==> config.mk <==
export PLATFORM = sky130hd
export DESIGN_NAME = synth_serial_program_port
export DESIGN_NICKNAME = d
export VERILOG_FILES = /design/src/prog_port_pkg.sv /design/src/word_path_if.sv /design/src/word_buffer.sv /design/src/synth_serial_program_port.sv
export SDC_FILE = /design/constraint.sdc
export NUM_CORES = 1
export LEC_CHECK = 0
export ABC_CLOCK_PERIOD_IN_PS = 4800
export BUFFER_PORTS_ARGS = -buffer_cell sky130_fd_sc_hd__buf_4
export CAP_MARGIN = 15
export CORE_AREA = 3 3 186 188
export DETAILED_ROUTE_END_ITERATION = 10
export DIE_AREA = 0 0 189 191
export SLEW_MARGIN = 10
export SYNTH_ARGS = -nofsm -noshare
export SYNTH_HDL_FRONTEND = slang
export SYNTH_HIERARCHICAL = 1
export SYNTH_SLANG_ARGS = --single-unit
==> constraint.sdc <==
create_clock -name mclk -period 4.8 [get_ports mclk]
set_input_delay 0.72 -clock mclk [delete_from_list [all_inputs] [get_ports mclk]]
set_output_delay 0.72 -clock mclk [all_outputs]
set_load 0.01 [all_outputs]
==> src/prog_port_pkg.sv <==
// Constants and types for the synthesizer serial programming port
package prog_port_pkg;
  localparam int WORD_BITS = 16;
  localparam int ADDR_BITS = 4;
  localparam int DATA_BITS = 12;
  localparam int DIVIDER_BITS = 9;
  localparam int DIVIDEND_HI_BITS = 10;
  localparam int DIVIDEND_LO_BITS = 8;
  localparam int DIVIDEND_BITS = 18;
  localparam int MOD_BITS = 12;
  localparam int SHIFT_BITS = 4;
  localparam int SHORT_MIN = 2;
  localparam int SHORT_MAX = 12;
  localparam int COUNT_BITS = 5;
  // Register addresses
  localparam logic [3:0] ADDR_DIVIDER = 4'h0;
  localparam logic [3:0] ADDR_DIVIDEND_HI = 4'h1;
  localparam logic [3:0] ADDR_DIVIDEND_LO = 4'h2;
  localparam logic [3:0] ADDR_REF_DIV = 4'h5;
  localparam logic [3:0] ADDR_PD_CTRL = 4'h6;
  localparam logic [3:0] ADDR_PWR_MUX = 4'h7;
  localparam logic [3:0] ADDR_MOD_CTRL = 4'h8;
  localparam logic [3:0] ADDR_MOD_DATA = 4'h9;
  // Reset values
  localparam logic [8:0] DIVIDER_RESET = 9'h006;
  localparam logic [11:0] REG_RESET = 12'h000;
  // Integer offset added to the divider value
  localparam logic [9:0] RATIO_OFFSET = 10'h020;
  // Field positions
  localparam int MUX_SEL_LSB = 6;
  localparam int MUX_SEL_BITS = 3;
  localparam int MODE_INT_BIT = 9;
  localparam int MODE_18_BIT = 10;
  localparam int MOD_SRC_BIT = 4;
  localparam logic [2:0] MUX_SERIAL = 3'h5;
  typedef enum logic [1:0] {MODE_INTEGER, MODE_FRAC10, MODE_FRAC18} ratio_mode_t;
endpackage : prog_port_pkg

==> src/word_path_if.sv <==
// Carrier for received serial words between capture and buffer
`timescale 1ns/1ps
`default_nettype none
interface word_path_if;
  logic in_valid;
  logic in_ready;
  logic [15:0] in_word;
  logic [4:0] in_len;
  logic out_valid;
  logic out_ready;
  logic [15:0] out_word;
  logic [4:0] out_len;
  modport buf_side (input in_valid, in_word, in_len, out_ready, output in_ready, out_valid, out_word, out_len);
  modport user_side (output in_valid, in_word, in_len, out_ready, input in_ready, out_valid, out_word, out_len);
endinterface : word_path_if
`default_nettype wire

==> src/word_buffer.sv <==
// Two-entry buffer for captured serial words
`timescale 1ns/1ps
`default_nettype none
module word_buffer #(
  parameter int DEPTH = 2
) (
  input wire logic mclk,
  input wire logic rst,
  word_path_if.buf_side path
);
  logic [15:0] word_mem [DEPTH];
  logic [4:0] len_mem [DEPTH];
  logic [$clog2(DEPTH)-1:0] wr_ptr;
  logic [$clog2(DEPTH)-1:0] rd_ptr;
  logic [$clog2(DEPTH):0] fill;
  wire push = path.in_valid && path.in_ready;
  wire pop = path.out_valid && path.out_ready;
  assign path.in_ready = (fill != DEPTH[$clog2(DEPTH):0]);
  assign path.out_valid = (fill != '0);
  assign path.out_word = word_mem[rd_ptr];
  assign path.out_len = len_mem[rd_ptr];
  always_ff @(posedge mclk) begin
    if (push) begin
      word_mem[wr_ptr] <= path.in_word;
      len_mem[wr_ptr] <= path.in_len;
    end
  end
  always_ff @(posedge mclk) begin
    if (rst) begin
      wr_ptr <= '0;
      rd_ptr <= '0;
      fill <= '0;
    end else begin
      if (push) wr_ptr <= wr_ptr + 1'b1;
      if (pop) rd_ptr <= rd_ptr + 1'b1;
      fill <= fill + {{$clog2(DEPTH){1'b0}}, push} - {{$clog2(DEPTH){1'b0}}, pop};
    end
  end
endmodule : word_buffer
`default_nettype wire

==> src/synth_serial_program_port.sv <==
// Serial programming port of the fractional-N synthesizer
`timescale 1ns/1ps
`default_nettype none
module synth_serial_program_port #(
  parameter int BUF_DEPTH = 2
) (
  input wire logic mclk,
  input wire logic rst,
  input wire logic ser_clk,
  input wire logic ser_data,
  input wire logic ser_cs_n,
  input wire logic mod_in,
  input wire logic phase_compare_clock,
  input wire logic ref_osc,
  input wire logic ref_div_clk,
  output logic mux_out,
  output logic [1:0] ratio_mode,
  output logic [9:0] ratio_int,
  output logic [17:0] ratio_frac,
  output logic ratio_update,
  output logic [4:0] ref_div_index,
  output logic [11:0] pd_ctrl,
  output logic [11:0] pwr_mux_ctrl,
  output logic [11:0] mod_ctrl,
  output logic [17:0] mod_value,
  output logic mod_strobe
);
  // Two-stage synchronisers; first stage feeds only the second
  logic [4:0] sync_a;
  logic [4:0] sync_b;
  logic sclk_last;
  logic pdclk_last;
  // Idle levels: clocks low, chip select high, so no false edge follows reset
  localparam logic [4:0] SYNC_IDLE = 5'h04;
  always_ff @(posedge mclk) begin
    if (rst) begin
      sync_a <= SYNC_IDLE;
      sync_b <= SYNC_IDLE;
    end else begin
      sync_a <= {phase_compare_clock, mod_in, ser_cs_n, ser_data, ser_clk};
      sync_b <= sync_a;
    end
  end
  wire sclk_s = sync_b[0];
  wire data_s = sync_b[1];
  wire cs_n_s = sync_b[2];
  wire modin_s = sync_b[3];
  wire pdclk_s = sync_b[4];
  wire sclk_rise = sclk_s && !sclk_last;
  wire sclk_fall = !sclk_s && sclk_last;
  wire pdclk_fall = !pdclk_s && pdclk_last;

  // Write-only register file
  logic [8:0] divider;
  logic [9:0] dividend_hi;
  logic [7:0] dividend_lo;
  logic [11:0] ref_div_reg;
  logic [11:0] pd_reg;
  logic [11:0] pwr_reg;
  logic [11:0] modctl_reg;
  logic [11:0] moddata_reg;
  logic moddata_len_short;
  logic [3:0] moddata_len;
  logic mod_pending;

  // Shift capture
  logic [15:0] shreg;
  logic [15:0] modsh;
  logic [4:0] bit_count;
  logic in_frame;
  logic [15:0] echo_sh;

  word_path_if path ();
  word_buffer #(.DEPTH(BUF_DEPTH)) u_buf (
    .mclk(mclk),
    .rst(rst),
    .path(path.buf_side)
  );

  wire use_mod_pin = modctl_reg[prog_port_pkg::MOD_SRC_BIT];
  wire frame_end = in_frame && cs_n_s;
  wire [4:0] bits_max = 5'(prog_port_pkg::WORD_BITS);

  // Frame length classes, decoded at capture and again at drain
  function automatic logic len_is_word(input logic [4:0] len);
    len_is_word = (len == 5'(prog_port_pkg::WORD_BITS));
  endfunction : len_is_word

  function automatic logic len_is_sample(input logic [4:0] len);
    len_is_sample = (len >= 5'(prog_port_pkg::SHORT_MIN)) && (len <= 5'(prog_port_pkg::SHORT_MAX));
  endfunction : len_is_sample

  wire is_full = len_is_word(bit_count);
  wire is_short = len_is_sample(bit_count);
  wire [15:0] frame_word = (is_short && use_mod_pin) ? modsh : shreg;
  assign path.in_valid = frame_end && (is_full || is_short);
  assign path.in_word = frame_word;
  assign path.in_len = bit_count;

  always_ff @(posedge mclk) begin
    if (rst) begin
      sclk_last <= 1'b0;
      pdclk_last <= 1'b0;
      shreg <= '0;
      modsh <= '0;
      bit_count <= '0;
      in_frame <= 1'b0;
    end else begin
      sclk_last <= sclk_s;
      pdclk_last <= pdclk_s;
      // frame opens on chip select low
      if (!cs_n_s && !in_frame) begin
        in_frame <= 1'b1;
        bit_count <= '0;
      end else if (frame_end && (path.in_ready || !path.in_valid)) begin
        // A full buffer keeps the frame open, so the word waits rather than drops
        in_frame <= 1'b0;
      end
      if (!cs_n_s && sclk_rise) begin
        shreg <= {shreg[14:0], data_s};
        modsh <= {modsh[14:0], modin_s};
        if (!in_frame) begin
          bit_count <= 5'h01;
        end else if (bit_count != bits_max) begin
          bit_count <= bit_count + 5'h01;
        end
      end
    end
  end

  // Other mux sources are not modelled here, so they read as low
  wire echo_on = (pwr_reg[prog_port_pkg::MUX_SEL_LSB +: prog_port_pkg::MUX_SEL_BITS] == prog_port_pkg::MUX_SERIAL);
  // echo one bit per falling clock
  always_ff @(posedge mclk) begin
    if (rst) begin
      echo_sh <= '0;
      mux_out <= 1'b0;
    end else begin
      if (!cs_n_s && sclk_rise) echo_sh <= {shreg[14:0], data_s};
      if (!echo_on) begin
        mux_out <= 1'b0;
      end else if (!cs_n_s && sclk_fall) begin
        mux_out <= echo_sh[0];
      end
    end
  end

  // Word decode on the drained side; the register file always accepts
  assign path.out_ready = 1'b1;
  wire take = path.out_valid;
  wire [3:0] waddr = path.out_word[15:12];
  wire [11:0] wdata = path.out_word[11:0];
  wire word_full = len_is_word(path.out_len);
  wire word_short = len_is_sample(path.out_len);

  function automatic logic hits(input logic [3:0] a, input logic [3:0] target);
    hits = take && word_full && (a == target);
  endfunction : hits

  wire wr_divider = hits(waddr, prog_port_pkg::ADDR_DIVIDER);
  wire wr_hi = hits(waddr, prog_port_pkg::ADDR_DIVIDEND_HI);
  wire wr_lo = hits(waddr, prog_port_pkg::ADDR_DIVIDEND_LO);
  wire wr_moddata = hits(waddr, prog_port_pkg::ADDR_MOD_DATA);
  wire wr_short = take && word_short;
  wire wr_ref_div = hits(waddr, prog_port_pkg::ADDR_REF_DIV);
  wire wr_pd = hits(waddr, prog_port_pkg::ADDR_PD_CTRL);
  wire wr_pwr = hits(waddr, prog_port_pkg::ADDR_PWR_MUX);
  wire wr_modctl = hits(waddr, prog_port_pkg::ADDR_MOD_CTRL);

  prog_port_pkg::ratio_mode_t mode_now;
  assign mode_now = pwr_reg[prog_port_pkg::MODE_INT_BIT] ? prog_port_pkg::MODE_INTEGER :
                    pwr_reg[prog_port_pkg::MODE_18_BIT] ? prog_port_pkg::MODE_FRAC18 :
                    prog_port_pkg::MODE_FRAC10;

  // reset values, divider starts at six
  always_ff @(posedge mclk) begin
    if (rst) begin
      divider <= prog_port_pkg::DIVIDER_RESET;
      dividend_hi <= '0;
      dividend_lo <= '0;
    end else begin
      if (wr_divider) divider <= wdata[8:0];
      if (wr_hi) dividend_hi <= wdata[9:0];
      if (wr_lo) dividend_lo <= wdata[7:0];
    end
  end

  always_ff @(posedge mclk) begin
    if (rst) begin
      ref_div_reg <= prog_port_pkg::REG_RESET;
      pd_reg <= prog_port_pkg::REG_RESET;
      pwr_reg <= prog_port_pkg::REG_RESET;
      modctl_reg <= prog_port_pkg::REG_RESET;
    end else begin
      if (wr_ref_div) ref_div_reg <= wdata;
      if (wr_pd) pd_reg <= wdata;
      if (wr_pwr) pwr_reg <= wdata;
      if (wr_modctl) modctl_reg <= wdata;
    end
  end

  always_ff @(posedge mclk) begin
    if (rst) begin
      moddata_reg <= prog_port_pkg::REG_RESET;
      moddata_len <= '0;
      moddata_len_short <= 1'b0;
    end else begin
      if (wr_moddata) begin
        moddata_reg <= wdata;
        moddata_len_short <= 1'b0;
      end else if (wr_short) begin
        moddata_reg <= path.out_word[11:0];
        moddata_len <= path.out_len[3:0];
        moddata_len_short <= 1'b1;
      end
    end
  end

  // Sign-extend a short sample from its own length before scaling
  // Lift the sample's top bit to bit 17, then shift back arithmetically
  wire [4:0] short_up = 5'(prog_port_pkg::MOD_BITS) - {1'b0, moddata_len};
  wire [4:0] short_down = 5'(prog_port_pkg::DIVIDEND_BITS) - {1'b0, moddata_len};
  wire [17:0] short_top = 18'({moddata_reg, 6'h00} << short_up);
  logic [17:0] mod_ext;
  always_comb begin
    mod_ext = {{6{moddata_reg[11]}}, moddata_reg};
    if (moddata_len_short && moddata_len != 4'h0) begin
      mod_ext = 18'($signed(short_top) >>> short_down);
    end
  end
  wire [3:0] mag_shift = modctl_reg[3:0];
  wire [17:0] mod_scaled = 18'(mod_ext << mag_shift);

  // ratio composition: integer part plus signed dividend
  wire [9:0] int_part = {1'b0, divider} + prog_port_pkg::RATIO_OFFSET;
  wire [9:0] int_new = {1'b0, wdata[8:0]} + prog_port_pkg::RATIO_OFFSET;
  // eighteen-bit dividend kept two's complement across both registers
  wire [17:0] frac18 = {wdata[9:0], dividend_lo};
  // ten-bit dividend sign-extended to full width
  wire [17:0] frac10 = {{8{wdata[9]}}, wdata[9:0]};

  always_ff @(posedge mclk) begin
    if (rst) begin
      ratio_mode <= 2'(prog_port_pkg::MODE_INTEGER);
      ratio_int <= {1'b0, prog_port_pkg::DIVIDER_RESET} + prog_port_pkg::RATIO_OFFSET;
      ratio_frac <= '0;
      ratio_update <= 1'b0;
    end else begin
      ratio_update <= 1'b0;
      case (mode_now)
        prog_port_pkg::MODE_INTEGER: begin
          if (wr_divider) begin
            ratio_int <= int_new;
            ratio_frac <= '0;
            ratio_mode <= 2'(prog_port_pkg::MODE_INTEGER);
            ratio_update <= 1'b1;
          end
        end
        prog_port_pkg::MODE_FRAC18: begin
          if (wr_hi) begin
            ratio_int <= int_part;
            ratio_frac <= frac18;
            ratio_mode <= 2'(prog_port_pkg::MODE_FRAC18);
            ratio_update <= 1'b1;
          end
        end
        prog_port_pkg::MODE_FRAC10: begin
          if (wr_hi) begin
            ratio_int <= int_part;
            ratio_frac <= frac10;
            ratio_mode <= 2'(prog_port_pkg::MODE_FRAC10);
            ratio_update <= 1'b1;
          end
        end
        default: ratio_update <= 1'b0;
      endcase
    end
  end

  always_ff @(posedge mclk) begin
    if (rst) begin
      mod_pending <= 1'b0;
      mod_value <= '0;
      mod_strobe <= 1'b0;
    end else begin
      mod_strobe <= 1'b0;
      // Only a written sample moves the output; a control write alone waits for data
      if (pdclk_fall && mod_pending) begin
        mod_value <= mod_scaled;
        mod_strobe <= 1'b1;
      end
      // A write landing with a phase fall is forwarded at the following fall
      if (wr_moddata || wr_short) begin
        mod_pending <= 1'b1;
      end else if (pdclk_fall) begin
        mod_pending <= 1'b0;
      end
    end
  end

  assign ref_div_index = ref_div_reg[4:0];
  assign pd_ctrl = pd_reg;
  assign pwr_mux_ctrl = pwr_reg;
  assign mod_ctrl = modctl_reg;
  wire unused = ^{ref_osc, ref_div_clk};
endmodule : synth_serial_program_port
`default_nettype wire

==> flow_summary.yaml <==
setup_path:
  cp-startpoint: "moddata_len[0]$_SDFFE_PP0P_"
  worstPathCellList: "inv_1 > ha_1 > mux4_2 > a2111o_1 > a32oi_4 > nor2_1 > o21ai_0 > or4_1 > nand3_1 > o311ai_1 > a311o_1 > o21ai_1"
  worstPathMaxFanout: 15
  critical_path.slowest_cell: "sky130_fd_sc_hd__ha_1"
  critPathRequiredTime_ps: 5200
  critPathCaptureType: "flip-flop"
  worst_ep_arrival_time_ps: 4540
  setup.worst_path.class: "flip-flop to flip-flop"
  r2r-start: "moddata_len[0]$_SDFFE_PP0P_"
  critPathLaunchType: "flip-flop"
  timing.critical_path.slowest_cell_delay_ps: 570
synthesis:
  compound_cell_area_share_of_the_yosys_netlist_pct: 18.2
  post_synth_inst_count: 1269
  synth.distinct_cells: 96
  synth_sequential_area_ratio_pct: 42.6
  yosys_warnings: 6
  synth_top_cell_area_share_pct: 31.7
  synth_seq_cells: 224
  adder_and_majority_gate_portion_of_the_synthesized_area_pct: 0.761
  ys_top_cells_by_area: "sky130_fd_sc_hd__dfxtp_1 32%, sky130_fd_sc_hd__edfxtp_1 11%, sky130_fd_sc_hd__mux2i_1 8.9%"
  dominant_combinational_cell_family_by_area_after_synthesis: "simple AND/OR/NAND/NOR gates"
  synth_edf_count: 42
  synthesized_area_fraction_occupied_by_and_or_nand_nor_cells_pct: 18.4
  synth-main-ff-cell: "sky130_fd_sc_hd__dfxtp_1"
  asyncSetResetFlopFracSynth_pct: 0
  synthMuxAreaShare_pct: 14.8
  synthesis.area_per_instance_sq_um: 9.07
  netlist_area_sq_mm: 0.0115
  synth_area_leader_cell: "sky130_fd_sc_hd__dfxtp_1"
  yosys.area_share.xor_xnor_pct: 0.815
drt:
  viasPerCell: 5.42
  ant_nets: 0
  detail_route.wl_per_cell_um: 18.1
  drt_drc_violations_left: 0
  route.vias.total: 9757
  drt_wl_total_um: 32600
  drt_first_iter_violations: 858
  drt_first_pass_iters: 5
layout:
  antenna_cells: 0
  max_flop_register: "u_buf/word_mem"
  finalCoreUtilization_pct: 40.4
  ff_latch_area_sq_mm: 0.00490
  fin_nets: 1349
  finalNonFillerCells: 1799
  fraction_of_final_layout_cells_sized_beyond_drive_strength_1_pct: 18.6
  multi_input_comb_area_sq_mm: 0.00614
  layout.filler_cells: 3320
  largest_reg_flops: 32
  syn_to_final_growth_pct: 16.9
  layout_top_registers: "u_buf/word_mem x32, mod_value x18, ratio_frac x18"
die:
  die_width_um: 189
  floorplan.die.height_um: 191
  floorplan.io_pins: 101
  num_rows: 67
  fp.dieArea_sq_mm: 0.0361
  design.core.area_sq_mm: 0.0333
  initial_core_utilization_pct: 34.6
global_route:
  grt_antenna_before_repair: 0
  maximum_number_of_pins_on_one_net_before_global_route_repair: 66
  grt_pass1_vias: 9334
  global_route_total_usage_across_every_layer_pct: 17.5
  grt_overflow_total: 0
  grt_first_pass_wirelength_um: 51600
timing:
  final-max-slew-violation-count: 0
  whs_ps: 376
  tightestPinTransition_ps: 1070
  finalHoldViolCount: 0
  fmaxAchievable_ghz: 0.242
  rsz0062_at_grt: "false"
  slew_headroom_pct: 28.9
  clock_skew_ps: 16.7
  timing.setup.tns_ps: 0
  final_period_minus_worst_setup_slack_ps: 4140
  share_of_the_clock_period_used_by_the_worst_path_pct: 86.2
  setup_viol: 0
status:
  status: "finished, final reports clean"
clock_network:
  cts_num_sinks: 224
  cts_buffers: 24
  root_buffer_master: "sky130_fd_sc_hd__clkbuf_16"
  cts_max_level: 1
  cts.path.max_buffers: 3
  post_cts.resized_instances: 0
  clk_lat_worst_skew_ps: 530
  clkSlewWorstSetupHoldPaths_ps: 60
  cts_hold_buf: 0
  tritoncts: "built"
  postCtsSetupRepairBufs: 0
power_and_ir_drop:
  pwr_density_cell_mw_per_mm2: 280
  leakagePower_uw: 0.00512
  vdd_drop_max_mv: 0.218
placement:
  io_buffer_count: 98
  placedCellCount: 1755
  dp.final_hpwl_um: 22600
  globalplace.congestion: 0.925
hold_path:
  min_from: "ser_cs_n"
  worst_hold_check_path_type: "input port to flip-flop"
flow_run:
  cap_viol_max_count: 0
[stage by stage]
stage               power, uW  area (sq um)  setup WS, ps
finish                   3760         13500           662
global route             3890         13500           481
CTS                      3810         13500           719
detailed placement       2000         12700           767
global placement         2000         12700           741
floorplan                1980         11500          1110
[layout make-up]
class	instances	area share [%]
sequential	224	36.5
tap	448	4.17
clock buffer	32	4.91
timing repair buffer	129	7.32
multi-input combinational	932	45.6
clock inverter	12	0.911
inverter	22	0.614
[report_power, final]
group          total (uW)  switching (uW)  internal [uW]  leakage [uW]
clock                1810             770           1040      0.000386
combinational        39.7            29.7           9.99       0.00289
sequential           1910            2.43           1910       0.00185
[worst max-delay path: cells and delay by family (launching register included)]
family          cells  cell delay, ps
compound gates      6            2090
buf+inv             1             110
simple gates        3             540
mux                 1             370
fa+ha+maj           1             570
flops               1             320
[cell usage in the layout, fill, tap and decap left out, types with 7 or more instances in the layout]
cell / n
sky130_fd_sc_hd__edfxtp_1: 42
sky130_fd_sc_hd__a31oi_1: 10
sky130_fd_sc_hd__o21ai_0: 34
sky130_fd_sc_hd__nand4_1: 12
sky130_fd_sc_hd__mux2i_1: 102
sky130_fd_sc_hd__buf_4: 127
sky130_fd_sc_hd__a221oi_1: 13
sky130_fd_sc_hd__a21o_1: 10
sky130_fd_sc_hd__a22oi_1: 13
sky130_fd_sc_hd__nor2b_1: 25
sky130_fd_sc_hd__a211oi_1: 17
sky130_fd_sc_hd__clkbuf_16: 24
sky130_fd_sc_hd__nand2_1: 144
sky130_fd_sc_hd__or2_2: 7
sky130_fd_sc_hd__inv_1: 19
sky130_fd_sc_hd__ha_1: 7
sky130_fd_sc_hd__o211ai_1: 12
sky130_fd_sc_hd__nor3_1: 20
sky130_fd_sc_hd__or3_1: 9
sky130_fd_sc_hd__nand3_1: 23
sky130_fd_sc_hd__nand2b_1: 10
sky130_fd_sc_hd__mux2_2: 45
sky130_fd_sc_hd__nor2_1: 172
sky130_fd_sc_hd__dfxtp_1: 182
sky130_fd_sc_hd__a21oi_1: 72
sky130_fd_sc_hd__and2_1: 8
sky130_fd_sc_hd__o31ai_1: 8
[synthesized netlist by cell type (7+ instances only)]
cell type	n
sky130_fd_sc_hd__dfxtp_1	182
sky130_fd_sc_hd__nor2_1	172
sky130_fd_sc_hd__nand2_1	144
sky130_fd_sc_hd__mux2i_1	102
sky130_fd_sc_hd__a21oi_1	73
sky130_fd_sc_hd__clkbuf_1	65
sky130_fd_sc_hd__mux2_2	45
sky130_fd_sc_hd__edfxtp_1	42
sky130_fd_sc_hd__o21ai_0	34
sky130_fd_sc_hd__nor2b_1	25
sky130_fd_sc_hd__nand3_1	23
sky130_fd_sc_hd__nor3_1	21
sky130_fd_sc_hd__inv_1	19
sky130_fd_sc_hd__buf_2	18
sky130_fd_sc_hd__a211oi_1	17
sky130_fd_sc_hd__a221oi_1	13
sky130_fd_sc_hd__a22oi_1	13
sky130_fd_sc_hd__nand4_1	12
sky130_fd_sc_hd__o211ai_1	12
sky130_fd_sc_hd__a21o_1	10
sky130_fd_sc_hd__a31oi_1	10
sky130_fd_sc_hd__nand2b_1	10
sky130_fd_sc_hd__or3_1	9
sky130_fd_sc_hd__and2_1	8
sky130_fd_sc_hd__buf_1	8
sky130_fd_sc_hd__o31ai_1	8
sky130_fd_sc_hd__ha_1	7
sky130_fd_sc_hd__or2_2	7
[kinds of logic after synthesis]
| group | count (synthesis) |
|---|---|
| AOI/OAI and AO/OA | 289 |
| muxes | 155 |
| adders and majority gates | 7 |
| other | 1 |
| and+or+nand+nor | 466 |
| DFF | 224 |
| xor gates and xnor gates | 9 |
| buffers and inverters | 118 |
[routing by layer]
| metal | GRT usage (%) | up-vias | routed length, um |
|---|---|---|---|
| met5 | 0 | - | 0 |
| met4 | 5.13 | 0 | 891 |
| met3 | 2.18 | 59 | 1440 |
| met2 | 29.6 | 270 | 15500 |
| met1 | 23.5 | 4690 | 14800 |
| li1 | - | 4738 | - |
[final timing paths]
| check | to | slack [ps] | cells past startpoint |
|---|---|---|---|
| hold / removal | sync_a[2]$_SDFF_PP1_ | 380 | 2 |
| hold reg to reg | sync_b[2]$_SDFF_PP1_ | 410 | 1 |
| setup / recovery | mod_value[17]$_SDFFE_PP0P_ | 660 | 12 |
| setup reg to reg | mod_value[17]$_SDFFE_PP0P_ | 660 | 12 |
No activity file was read; power rests on OpenSTA's default activity.
